===== src/fps_pkg.sv =====
// Purpose: constants for the flash program/erase sequencer (host side)
// Assumes: 125 MHz clock, byte-wide flash with 17 address bits
// Notes: cycle counts derived from times in their own units, except SUPPLY_SETTLE_CYC, a fixed 64
package fps_pkg;
  localparam int CLK_MHZ = 125;
  localparam int ADDR_W = 17;
  localparam int DATA_W = 8;
  // command codes and data values
  localparam logic [7:0] CMD_READ = 8'h00;
  localparam logic [7:0] CMD_ERASE = 8'h20;
  localparam logic [7:0] CMD_ERASE_VFY = 8'hA0;
  localparam logic [7:0] CMD_PROG = 8'h40;
  localparam logic [7:0] CMD_PROG_VFY = 8'hC0;
  localparam logic [7:0] DATA_ERASED = 8'hFF;
  localparam logic [7:0] DATA_ZERO = 8'h00;
  // pulse counts
  localparam logic [4:0] PROG_MAX_PULSES = 5'h19;
  localparam logic [9:0] ERASE_MAX_PULSES = 10'h3E8;
  // times
  localparam int PROG_PULSE_US = 10;
  localparam int ERASE_PULSE_TIME_MS = 10;
  localparam int VERIFY_READ_DELAY_NS = 6000;
  localparam int WE_LOW_NS = 48;
  localparam int PROG_PULSE_CYC = PROG_PULSE_US * CLK_MHZ;
  localparam int ERASE_PULSE_CYC = ERASE_PULSE_TIME_MS * 1000 * CLK_MHZ;
  localparam int VERIFY_DELAY_CYC = (VERIFY_READ_DELAY_NS * CLK_MHZ + 999) / 1000;
  localparam int WE_LOW_CYC = (WE_LOW_NS * CLK_MHZ + 999) / 1000;
  localparam int SUPPLY_SETTLE_CYC = 64;
  localparam int TMR_W = 24;
  localparam logic [ADDR_W-1:0] ADDR_LAST = 17'h1FFFF;
endpackage : fps_pkg


===== src/fps_sequencer.sv =====
// Purpose: host controller running byte program and chip erase flows
// Assumes: flash bus inputs synchronous to clk; supply switch external
// Notes: one write or read bus cycle at a time; timers use one counter
module fps_sequencer
  import fps_pkg::*;
#(
  parameter int ERASE_CYC = ERASE_PULSE_CYC
) (
  input wire logic clk,
  input wire logic nrst,
  input wire logic start_prog,
  input wire logic start_erase,
  input wire logic [ADDR_W-1:0] prog_addr,
  input wire logic [DATA_W-1:0] prog_data,
  input wire logic supply_ready,
  input wire logic [DATA_W-1:0] fl_dq_in,
  output logic [ADDR_W-1:0] fl_addr,
  output logic [DATA_W-1:0] fl_dq_out,
  output logic fl_dq_oe,
  output logic fl_ce_n,
  output logic fl_we_n,
  output logic fl_oe_n,
  output logic supply_high_level,
  output logic busy,
  output logic done,
  output logic prog_fail,
  output logic erase_fail
);
  typedef enum logic [4:0] {
    S_IDLE = 5'b00000,
    S_SUPPLY = 5'b00001,
    S_BLANK_RD = 5'b00010,
    S_PP_SETUP = 5'b00011,
    S_PP_DATA = 5'b00100,
    S_PP_PULSE = 5'b00101,
    S_PP_VFY = 5'b00110,
    S_PP_DLY = 5'b00111,
    S_PP_RD = 5'b01000,
    S_ER_SETUP = 5'b01001,
    S_ER_GO = 5'b01010,
    S_ER_PULSE = 5'b01011,
    S_EV_CMD = 5'b01100,
    S_EV_DLY = 5'b01101,
    S_EV_RD = 5'b01110,
    S_FIN = 5'b01111,
    S_SETTLE = 5'b10000
  } fps_state_e;

  typedef enum logic [1:0] {
    B_IDLE = 2'b00,
    B_WR = 2'b01,
    B_RD = 2'b10
  } fps_bus_e;

  fps_state_e state;
  fps_state_e next_state;
  fps_bus_e bstate;
  logic [ADDR_W-1:0] addr; // address pointer
  logic [DATA_W-1:0] wdata;
  logic [4:0] ppulse;
  logic [9:0] epulse;
  logic [TMR_W-1:0] tmr;
  logic [3:0] bcnt;
  logic bus_go;
  logic bus_wr;
  logic bus_done;
  logic [DATA_W-1:0] rd_data;
  logic erasing; // erase flow vs plain program
  logic fail_p;
  logic fail_e;

  // bus cycle length helper
  function automatic logic [3:0] cyc4(input int n);
    cyc4 = 4'(n);
  endfunction : cyc4

  // one write or read bus cycle; we low only together with ce
  always_ff @(posedge clk or negedge nrst) begin
    if (!nrst) begin
      bstate <= B_IDLE;
      bcnt <= 4'h0;
      fl_ce_n <= 1'b1;
      fl_we_n <= 1'b1;
      fl_oe_n <= 1'b1;
      fl_dq_oe <= 1'b0;
      fl_dq_out <= 8'h00;
      fl_addr <= '0;
      rd_data <= 8'h00;
      bus_done <= 1'b0;
    end else begin
      bus_done <= 1'b0;
      case (bstate)
        B_IDLE: begin
          if (bus_go) begin
            // address driven on the same clock edge that we falls
            fl_addr <= addr;
            fl_dq_out <= wdata;
            fl_ce_n <= 1'b0;
            fl_we_n <= !bus_wr;
            fl_oe_n <= bus_wr;
            fl_dq_oe <= bus_wr;
            bcnt <= 4'h0;
            bstate <= bus_wr ? B_WR : B_RD;
          end
        end
        B_WR, B_RD: begin
          bcnt <= bcnt + 4'h1;
          if (bcnt == cyc4(WE_LOW_CYC)) begin
            // we and ce high inhibit writes
            fl_we_n <= 1'b1;
            fl_ce_n <= 1'b1;
            fl_oe_n <= 1'b1;
            fl_dq_oe <= 1'b0;
            rd_data <= fl_dq_in;
            bus_done <= 1'b1;
            bstate <= B_IDLE;
          end
        end
        default: bstate <= B_IDLE;
      endcase
    end
  end

  // bus requests per state
  always_comb begin
    bus_go = 1'b0;
    bus_wr = 1'b1;
    wdata = CMD_READ;
    case (state)
      S_BLANK_RD, S_PP_RD, S_EV_RD: begin
        bus_go = (bstate == B_IDLE) && !bus_done;
        bus_wr = 1'b0;
      end
      S_PP_SETUP: begin
        bus_go = (bstate == B_IDLE) && !bus_done;
        wdata = CMD_PROG;
      end
      S_PP_DATA: begin
        bus_go = (bstate == B_IDLE) && !bus_done;
        wdata = erasing ? DATA_ZERO : prog_data;
      end
      S_PP_VFY: begin
        bus_go = (bstate == B_IDLE) && !bus_done;
        wdata = CMD_PROG_VFY;
      end
      S_ER_SETUP, S_ER_GO: begin
        bus_go = (bstate == B_IDLE) && !bus_done;
        wdata = CMD_ERASE;
      end
      S_EV_CMD: begin
        bus_go = (bstate == B_IDLE) && !bus_done;
        wdata = CMD_ERASE_VFY;
      end
      S_FIN: begin
        bus_go = (bstate == B_IDLE) && !bus_done;
        wdata = CMD_READ;
      end
      default: bus_go = 1'b0;
    endcase
  end

  // next state of the flow
  always_comb begin
    next_state = state;
    fail_p = 1'b0;
    fail_e = 1'b0;
    case (state)
      S_IDLE: if (start_prog || start_erase) next_state = S_SUPPLY;
      S_SUPPLY: if (supply_ready) next_state = erasing ? S_BLANK_RD : S_PP_SETUP;
      S_BLANK_RD: if (bus_done) begin
        if (rd_data != DATA_ERASED) next_state = S_PP_SETUP;
        else if (addr == ADDR_LAST) next_state = S_FIN;
      end
      S_PP_SETUP: if (bus_done) next_state = S_PP_DATA;
      S_PP_DATA: if (bus_done) next_state = S_PP_PULSE;
      S_PP_PULSE: if (tmr == TMR_W'(PROG_PULSE_CYC)) next_state = S_PP_VFY;
      S_PP_VFY: if (bus_done) next_state = S_PP_DLY;
      S_PP_DLY: if (tmr == TMR_W'(VERIFY_DELAY_CYC)) next_state = S_PP_RD;
      S_PP_RD: if (bus_done) begin
        if (rd_data == wdata_target()) begin
          if (!erasing) next_state = S_FIN;
          else if (addr == ADDR_LAST) next_state = S_ER_SETUP;
          else next_state = S_PP_SETUP;
        end else if (ppulse == PROG_MAX_PULSES) begin
          fail_p = 1'b1;
          next_state = S_FIN;
        end else next_state = S_PP_SETUP;
      end
      S_ER_SETUP: if (bus_done) next_state = S_ER_GO;
      S_ER_GO: if (bus_done) next_state = S_ER_PULSE;
      S_ER_PULSE: if (tmr == TMR_W'(ERASE_CYC)) next_state = S_EV_CMD;
      S_EV_CMD: if (bus_done) next_state = S_EV_DLY;
      S_EV_DLY: if (tmr == TMR_W'(VERIFY_DELAY_CYC)) next_state = S_EV_RD;
      S_EV_RD: if (bus_done) begin
        if (rd_data == DATA_ERASED) begin
          next_state = (addr == ADDR_LAST) ? S_FIN : S_EV_CMD;
        end else if (epulse == ERASE_MAX_PULSES) begin
          fail_e = 1'b1;
          next_state = S_FIN;
        end else next_state = S_ER_SETUP;
      end
      S_FIN: if (bus_done) next_state = S_SETTLE;
      S_SETTLE: if (tmr == TMR_W'(SUPPLY_SETTLE_CYC)) next_state = S_IDLE;
      default: next_state = S_IDLE;
    endcase
  end

  // expected verify data
  function automatic logic [7:0] wdata_target();
    wdata_target = erasing ? DATA_ZERO : prog_data;
  endfunction : wdata_target

  // state register
  always_ff @(posedge clk or negedge nrst) begin
    if (!nrst) state <= S_IDLE;
    else state <= next_state;
  end

  // phase timer, cleared on each state change
  always_ff @(posedge clk or negedge nrst) begin
    if (!nrst) tmr <= '0;
    else if (next_state != state) tmr <= '0;
    else tmr <= tmr + TMR_W'(1);
  end

  // address pointer, pulse counters, flow flags
  always_ff @(posedge clk or negedge nrst) begin
    if (!nrst) begin
      addr <= '0;
      ppulse <= 5'h00;
      epulse <= 10'h000;
      erasing <= 1'b0;
    end else begin
      if (state == S_IDLE && (start_prog || start_erase)) begin
        erasing <= start_erase;
        addr <= start_erase ? '0 : prog_addr;
        ppulse <= 5'h00;
        epulse <= 10'h000;
      end
      if (state == S_BLANK_RD && bus_done) begin
        // non-blank restarts at zero to preprogram
        if (rd_data != DATA_ERASED) addr <= '0;
        else if (addr != ADDR_LAST) addr <= addr + ADDR_W'(1);
      end
      if (state == S_PP_DATA && bus_done) ppulse <= ppulse + 5'h01;
      if (state == S_PP_RD && bus_done && rd_data == wdata_target()) begin
        ppulse <= 5'h00;
        if (erasing && addr != ADDR_LAST) addr <= addr + ADDR_W'(1);
        if (erasing && addr == ADDR_LAST) addr <= '0;
      end
      if (state == S_EV_RD && bus_done) begin
        if (rd_data != DATA_ERASED) epulse <= epulse + 10'h001;
        // keep last good address, step up
        else if (addr != ADDR_LAST) addr <= addr + ADDR_W'(1);
      end
    end
  end

  // status and supply outputs
  always_ff @(posedge clk or negedge nrst) begin
    if (!nrst) begin
      supply_high_level <= 1'b0;
      busy <= 1'b0;
      done <= 1'b0;
      prog_fail <= 1'b0;
      erase_fail <= 1'b0;
    end else begin
      // supply high from start to after read command
      supply_high_level <= (next_state != S_IDLE) && (next_state != S_SETTLE);
      busy <= next_state != S_IDLE;
      done <= (state == S_SETTLE) && (next_state == S_IDLE);
      if (state == S_IDLE && (start_prog || start_erase)) begin
        prog_fail <= 1'b0;
        erase_fail <= 1'b0;
      end
      if (fail_p) prog_fail <= 1'b1;
      if (fail_e) erase_fail <= 1'b1;
    end
  end

  // we low only with ce low
  property p_we_ce;
    @(posedge clk) disable iff (!nrst) !fl_we_n |-> !fl_ce_n;
  endproperty
  a_we_ce: assert property (p_we_ce) else $error("we low without ce");

  property p_pulse_max;
    @(posedge clk) disable iff (!nrst) ppulse <= PROG_MAX_PULSES;
  endproperty
  a_pulse_max: assert property (p_pulse_max) else $error("too many pulses");

  property p_pvfy;
    @(posedge clk) disable iff (!nrst)
      (state == S_PP_VFY && $past(state) != S_PP_VFY) |->
      $past(state) == S_PP_PULSE;
  endproperty
  a_pvfy: assert property (p_pvfy) else $error("verify not after pulse");

  // erase verify after pulse or good byte
  property p_evfy;
    @(posedge clk) disable iff (!nrst)
      $rose(state == S_EV_CMD) |->
      ($past(state) == S_ER_PULSE || $past(state) == S_EV_RD);
  endproperty
  a_evfy: assert property (p_evfy) else $error("erase verify misplaced");

  property p_supply;
    @(posedge clk) disable iff (!nrst) !fl_we_n |-> supply_high_level;
  endproperty
  a_supply: assert property (p_supply) else $error("write at low supply");

  property p_pfail;
    @(posedge clk) disable iff (!nrst) fail_p |=> state == S_FIN;
  endproperty
  a_pfail: assert property (p_pfail) else $error("fail not to read");

  property p_efail;
    @(posedge clk) disable iff (!nrst) fail_e |-> epulse == ERASE_MAX_PULSES;
  endproperty
  a_efail: assert property (p_efail) else $error("early erase fail");

  property p_ready;
    @(posedge clk) disable iff (!nrst)
      (state == S_SUPPLY && !supply_ready) |=> state == S_SUPPLY;
  endproperty
  a_ready: assert property (p_ready) else $error("set-up before supply");

  c_prog: cover property (@(posedge clk) disable iff (!nrst) $rose(done));
  c_pfail: cover property (@(posedge clk) disable iff (!nrst) fail_p);
  c_erase: cover property (@(posedge clk) disable iff (!nrst)
    state == S_ER_PULSE);
endmodule : fps_sequencer


===== config.mk =====
export PLATFORM = sky130hd
export DESIGN_NAME = fps_sequencer
export DESIGN_NICKNAME = d
export VERILOG_FILES = /design/src/fps_pkg.sv /design/src/fps_sequencer.sv
export SDC_FILE = /design/constraint.sdc
export NUM_CORES = 1
export LEC_CHECK = 0
export ABC_CLOCK_PERIOD_IN_PS = 7200
export BUFFER_PORTS_ARGS = -buffer_cell sky130_fd_sc_hd__buf_2
export CORE_UTILIZATION = 60
export DETAILED_ROUTE_END_ITERATION = 8
export HOLD_SLACK_MARGIN = 0.12
export PLACE_DENSITY = 0.89
export SLEW_MARGIN = 20
export SYNTH_ARGS = -nofsm -noshare
export SYNTH_HDL_FRONTEND = slang
export SYNTH_SLANG_ARGS = --single-unit

===== constraint.sdc =====
create_clock -name clk -period 7.2 [get_ports clk]
set_input_delay 0.36 -clock clk [delete_from_list [all_inputs] [get_ports clk]]
set_output_delay 0.36 -clock clk [all_outputs]
set_load 0.02 [all_outputs]

==> results of run 1 <==
==> kinds of logic after synthesis <==
kind of cell / share of synthesized area
buffers and inverters: 0.0404
AO/OA/AOI/OAI: 0.149
XOR/XNOR: 0.0576
AND/OR/NAND/NOR: 0.299
adder cells (fa/ha/maj): 0.0244
multiplexers: 0.0120
flip-flops: 0.417
==> flip-flops by register name (all words and copies together) (netlist names), 2 cells and up <==
register / cells
bstate: 2
state: 5
ppulse: 5
fl_addr: 17
addr: 17
fl_dq_out: 8
epulse: 10
tmr: 24
bcnt: 4
rd_data: 8
==> stage by stage <==
stage,hold slack [ps],total power [mW]
2_1_floorplan,64.4,0.648
3_3_place_gp,434,0.675
3_5_place_dp,445,0.677
4_1_cts,140,1.05
5_1_grt,150,1.08
6_report,153,1.04
==> routing by layer <==
layer / routed length [um] / global-route usage / vias up
met1: 7140 / 0.404 / 2842
met2: 7600 / 0.472 / 317
li1: - / - / 2831
met3: 1250 / 0.0539 / 43
met4: 364 / 0.121 / 0
met5: 0 / 0 / -
==> worst max-delay path, cell delays in order, from the launching register on <==
cell	delay [ps]
dfrtp_1	490
ha_1	220
and3_1	210
nand3_1	180
nor4_1	460
and3_1	280
ha_1	460
nand3_1	140
nor3_1	170
a311oi_1	170
nor4_4	440
xnor2_2	150
buf_4	380
nor3_1	110
==> Yosys cell counts, types with 10 or more instances <==
library cell,n,area share
inv_1,27,0.015
nor3b_1,10,0.011
nand3_1,35,0.026
nor3_1,17,0.013
xnor2_1,24,0.032
nor4_1,10,0.0094
ha_1,13,0.024
clkbuf_1,22,0.012
a21oi_1,35,0.026
nor3_2,20,0.030
nor2_1,51,0.029
nand2_1,139,0.078
nand4_1,16,0.015
xor2_1,18,0.024
and3_1,19,0.018
o21ai_0,42,0.032
dfrtp_1,108,0.41
==> layout make-up <==
cell class                 instances  area share
inverter                          29      0.0149
timing repair buffer              77      0.0557
clock buffer                      10      0.0189
multi-input combinational        594       0.496
clock inverter                     6     0.00825
tap                              140      0.0241
sequential                       111       0.382
==> power by group through the flow <==
stage          sequential [mW]  combinational (mW)  clock [mW]
3_5_place_dp             0.641              0.0363           0
4_1_cts                  0.629              0.0369       0.385
3_3_place_gp             0.640              0.0349           0
2_1_floorplan            0.640             0.00817           0
5_1_grt                  0.629              0.0410       0.408
6_report                 0.629              0.0363       0.378
==> repair_timing <==
item / 4_1_cts / 5_1_grt
endpoints found under the hold margin: 53 / 0
buffers inserted: 0 / 0
hold buffers: 1 / 0
setup endpoints to repair: 0 / 0
==> how the worst max path moves through the flow <==
stage | cells after the start | slack, ps | endpoint | startpoint
after global placement | 13 | 3540 | tmr[2] | addr[0]
after global routing | 13 | 2890 | tmr[23] | addr[0]
after detailed placement | 13 | 3350 | tmr[2] | addr[0]
final | 13 | 3210 | tmr[23] | addr[0]
after floorplan | 13 | 4150 | tmr[14] | addr[0]
after CTS | 13 | 3270 | tmr[3] | addr[0]
==> results_dict.tcl, run 1 <==
set metrics [dict create \
    synth.distinct_cells 70 \
    synth_area_per_cell_um2 8.67 \
    core-area_um2 10800 \
    routed_wl_um 16400 \
    drv_slew 0 \
    cp_max_fo 24 \
    cts_root_buf "clkbuf_8" \
    final_nets 873 \
    gp_congestion 0.949 \
    avgRoutedWirePerCell_um 16.9 \
    drc_errors 0 \
    min_delay_path_depth 3 \
    power.internal_uw 807 \
    numCtsBuffers 9 \
    rr_endpoint "tmr[23]" \
    rsz0062_at_grt "false" \
    startpoint_type "flop" \
    synth_warnings 0 \
    worstHoldStart "fl_dq_in[4]" \
    drt_pre_antenna_iters 5 \
    cts.sinks 111 \
    multi_input_area_um2 3610 \
    utilization 0.672 \
    grt_pass1_vias 5594 \
    dieArea_um2 11500 \
    maxCapViolations 0 \
    rr_worst_depth 13 \
    start_util 0.615 \
    yosysSeqAreaShare 0.417 \
    antenna_left 0 \
    finalHoldViolations 0 \
    netlist_instances 769 \
    worst_pin_slew_ps 972 \
    hpwl_um 11600 \
    grt_max_degree 59 \
    reg2reg_slack_ps 3210 \
    power_frac_seq 0.603 \
    worstSetupEndpointType "flop" \
    post-route-period-util 0.554 \
    slew_headroom 0.346 \
    routed_via_density 6.24 \
    areaGrowthSynthToFinish_pct 9.28 \
    synth_flop_cell "dfrtp_1" \
    antennaDiodeCount 0 \
    antenna_found_initial 0 \
    std_cell_rows 38 \
    place_area_um2 7070 \
    timing_worst_setup_path_type "flop to flop" \
    port_buffers 71 \
    chipHeight_um 107 \
    die_w_um 107 \
    seqCellArea_um2 2780 \
    synth_area_um2 6660 \
    p_comb_frac 0.035 \
    drive_gt1_frac 0.154 \
    fin_tns_setup_ps 0 \
    hp-class "input port to flop" \
    peakVddDrop_mv 0.100 \
    ys_async_sr_fraction 1.00 \
    run_status "finished, final reports clean" \
    cts_resized 0 \
    mostFrequentLayoutCell "nand2_1" \
    powerDensity_nw_per_um2 143 \
    leakage_nw 3.34 \
    ios 72 \
    clockBufferDepth 2 \
    fin_ws_ps 3210 \
    switching_power_uw 236 \
    clk_latency_ps 390 \
    clock.fmax_mhz 251 \
    htreeDepth 3 \
    grt_overflow 0 \
    setup_viol 0 \
    min_to "rd_data[4]" \
    fill_cells 871 \
    stdcell_count 967 \
    place_inst 950 \
    syn_nets 820 \
    dp_slack_ps 3350 \
    min_period_ps 3990 \
    grt_pass1_wl_um 26900 \
    track_usage 0.298 \
    path_clk_slew_ps 100 \
    post-route-cell-area_um2 7280 \
    power_frac_clock 0.362 \
    crit_required_ps 7460 \
    crit_arrival_ps 4250 \
    most-common-layout-cells "nand2_1 (139), dfrtp_1 (108), buf_2 (70)" \
    first_iter_violations 806 \
    yosys_register_bits 111 \
    r2r_start "addr[0]" \
    num_vias 6033 \
    swShare 0.226 \
    clock_skew_ps 13.4 \
    synth_edf_count 0 \
    cts_tree "yes" \
]
Power figures use the tool's default switching activity.
==> inputs of run 2 (changes only) <==
--- a/config.mk
+++ b/config.mk
@@ -5,12 +5,12 @@
 export SDC_FILE = /design/constraint.sdc
 export NUM_CORES = 1
 export LEC_CHECK = 0
-export ABC_CLOCK_PERIOD_IN_PS = 7200
+export ABC_CLOCK_PERIOD_IN_PS = 3600
 export BUFFER_PORTS_ARGS = -buffer_cell sky130_fd_sc_hd__buf_2
-export CORE_UTILIZATION = 60
+export CORE_UTILIZATION = 54
 export DETAILED_ROUTE_END_ITERATION = 8
 export HOLD_SLACK_MARGIN = 0.12
-export PLACE_DENSITY = 0.89
+export PLACE_DENSITY = 0.85
 export SLEW_MARGIN = 20
 export SYNTH_ARGS = -nofsm -noshare
 export SYNTH_HDL_FRONTEND = slang
==> constraint.sdc (replaced) <==
create_clock -name clk -period 3.6 [get_ports clk]
set_input_delay 0.18 -clock clk [delete_from_list [all_inputs] [get_ports clk]]
set_output_delay 0.18 -clock clk [all_outputs]
set_load 0.02 [all_outputs]
==> run 2 against run 1 <==
  * Clock skew down 5.2 ps
  * Non-clock buffer count up 28
  * Design area up 5.7%
  * Wire length about the same
  * Hold slack worse by 11 ps
  * Sequential power up 100%
  * Global-route usage down 3.4 points
  * Fmax up 20%
  * Worst setup slack worse by 2900 ps
  * Clock power rose to 2.7 times the previous value
==> results_dict.tcl, run 2 (synthesized netlist as in run 1, its figures left out) <==
set metrics [dict create \
    run_status "finished, final reports clean" \
    avgRoutedWirePerCell_um 16.3 \
    crit_arrival_ps 3550 \
    setup_viol 0 \
    areaGrowthSynthToFinish_pct 15.5 \
    post-route-cell-area_um2 7690 \
    mostFrequentLayoutCell "nand2_1" \
    maxCapViolations 0 \
    cts_root_buf "clkbuf_16" \
    clock_skew_ps 8.21 \
    post_cts_buffers 0 \
    dieArea_um2 12800 \
    place_area_um2 7220 \
    gp_congestion 0.960 \
    start_util 0.555 \
    drc_errors 0 \
    drv_slew 0 \
    powerDensity_nw_per_um2 308 \
    crit_buf_inv 2 \
    ios 72 \
    hpwl_um 11500 \
    place_inst 970 \
    clock.fmax_mhz 301 \
    finalHoldViolations 0 \
    routed_wl_um 16300 \
    num_vias 6069 \
    cts_tree "yes" \
    cp_max_fo 17 \
    core-area_um2 12000 \
    most-common-layout-cells "nand2_1 (139), dfrtp_1 (108), buf_2 (70)" \
    crit_path_cell_trace "ha_1, and3_1, nand3_1, nor4_2, and3_1, ha_1, buf_4, nand2_1, a31oi_1, nor4_4, xnor2_2, buf_12, nor3_1" \
    std_cell_rows 40 \
    antenna_left 0 \
    stdcell_count 1002 \
    crit_family "simple AND/OR/NAND/NOR gates" \
    critPathSlowestCell "xnor2_2" \
    reg.largest.list "tmr (24), addr (17), fl_addr (17)" \
    worst_pin_slew_ps 731 \
    antennaDiodeCount 0 \
    regMostFlops "tmr" \
    cts.sinks 111 \
    largest_reg_flops 24 \
    slew_headroom 0.511 \
    crit_required_ps 3830 \
    chipHeight_um 113 \
    drt_pre_antenna_iters 5 \
    die_w_um 113 \
    hp-class "input port to flop" \
    port_buffers 71 \
    clk_latency_ps 350 \
    htreeDepth 3 \
    worstSetupEndpointType "flop" \
    rsz0062_at_grt "false" \
    fin_tns_setup_ps 0 \
    antenna_found_initial 0 \
    path_clk_slew_ps 70 \
    power_mw 2.37 \
    final_nets 901 \
    numCtsBuffers 9 \
    post-route-period-util 0.924 \
    min_period_ps 3330 \
    timing_worst_setup_path_type "flop to flop" \
    drive_gt1_frac 0.164 \
    grt_pass1_vias 5537 \
    grt_overflow 0 \
    first_iter_violations 520 \
    grt_max_degree 60 \
    routed_via_density 6.06 \
    track_usage 0.264 \
    grt_pass1_wl_um 26900 \
    clockBufferDepth 2 \
    peakVddDrop_mv 0.238 \
    startpoint_type "flop" \
    critPathMaxStageDelay_ps 530 \
    leakage_nw 3.52 \
]
==> run 2: cell types whose count changed in the layout (fill, tap and decap cells not counted), sizes merged <==
cell,previous run,this run
dlygate4sd3,1,16
buf,76,89
clkbuf,10,12
clkinv,5,3
==> run 2: final cells by class <==
cell class | count | area [um^2]
fill | 996 | 4320
multi-input combinational | 594 | 3620
sequential | 111 | 2780
timing repair buffer | 105 | 691
clock buffer | 12 | 256
tap | 147 | 184
inverter | 29 | 109
clock inverter | 4 | 53.8
==> run 2: worst reg2reg max path, delay by kind of cell (launching register included) <==
kind | cells | cell delay [ps]
buf+inv | 2 | 430
fa+ha+maj | 2 | 410
xor+xnor | 1 | 530
compound gates | 1 | 280
flops | 1 | 420
simple gates | 7 | 1130
==> run 2: final timing paths <==
check,end,slack [ps],from,cells after the start
hold reg to reg,fl_addr[8],480,fl_addr[8],2
max in group asynchronous,addr[2],2450,nrst,3
setup reg to reg,tmr[2],270,addr[1],13
hold / removal,addr[11],140,prog_addr[11],3
setup / recovery,tmr[2],270,addr[1],13
min in group asynchronous,rd_data[2],410,nrst,2
==> run 2: what timing repair did <==
action                                  4_1_cts  5_1_grt
hold buffers                                 16        0
gates resized for setup                       0        1
endpoints found under the setup margin        0        8
hold endpoints to repair                     64        0
==> run 2: metal layers <==
metal	wire length (um)	global-route usage
met4	349	0.0965
met2	7460	0.414
met1	7550	0.369
met5	0	0
met3	986	0.0450
==> run 2: through the flow <==
step,util,worst slack (ps),hold WS (ps)
after floorplan,-,553,-116
after global placement,0.601,402,257
after detailed placement,0.601,239,262
after CTS,0.640,205,141
after global routing,0.641,10.3,136
final,0.641,275,142
==> run 2: where the power goes <==
group	switching [mW]	total, mW	internal, mW
Combinational	0.0481	0.0861	0.0380
Clock	0.445	1.02	0.579
Sequential	0.00651	1.26	1.25
Total	0.500	2.37	1.87
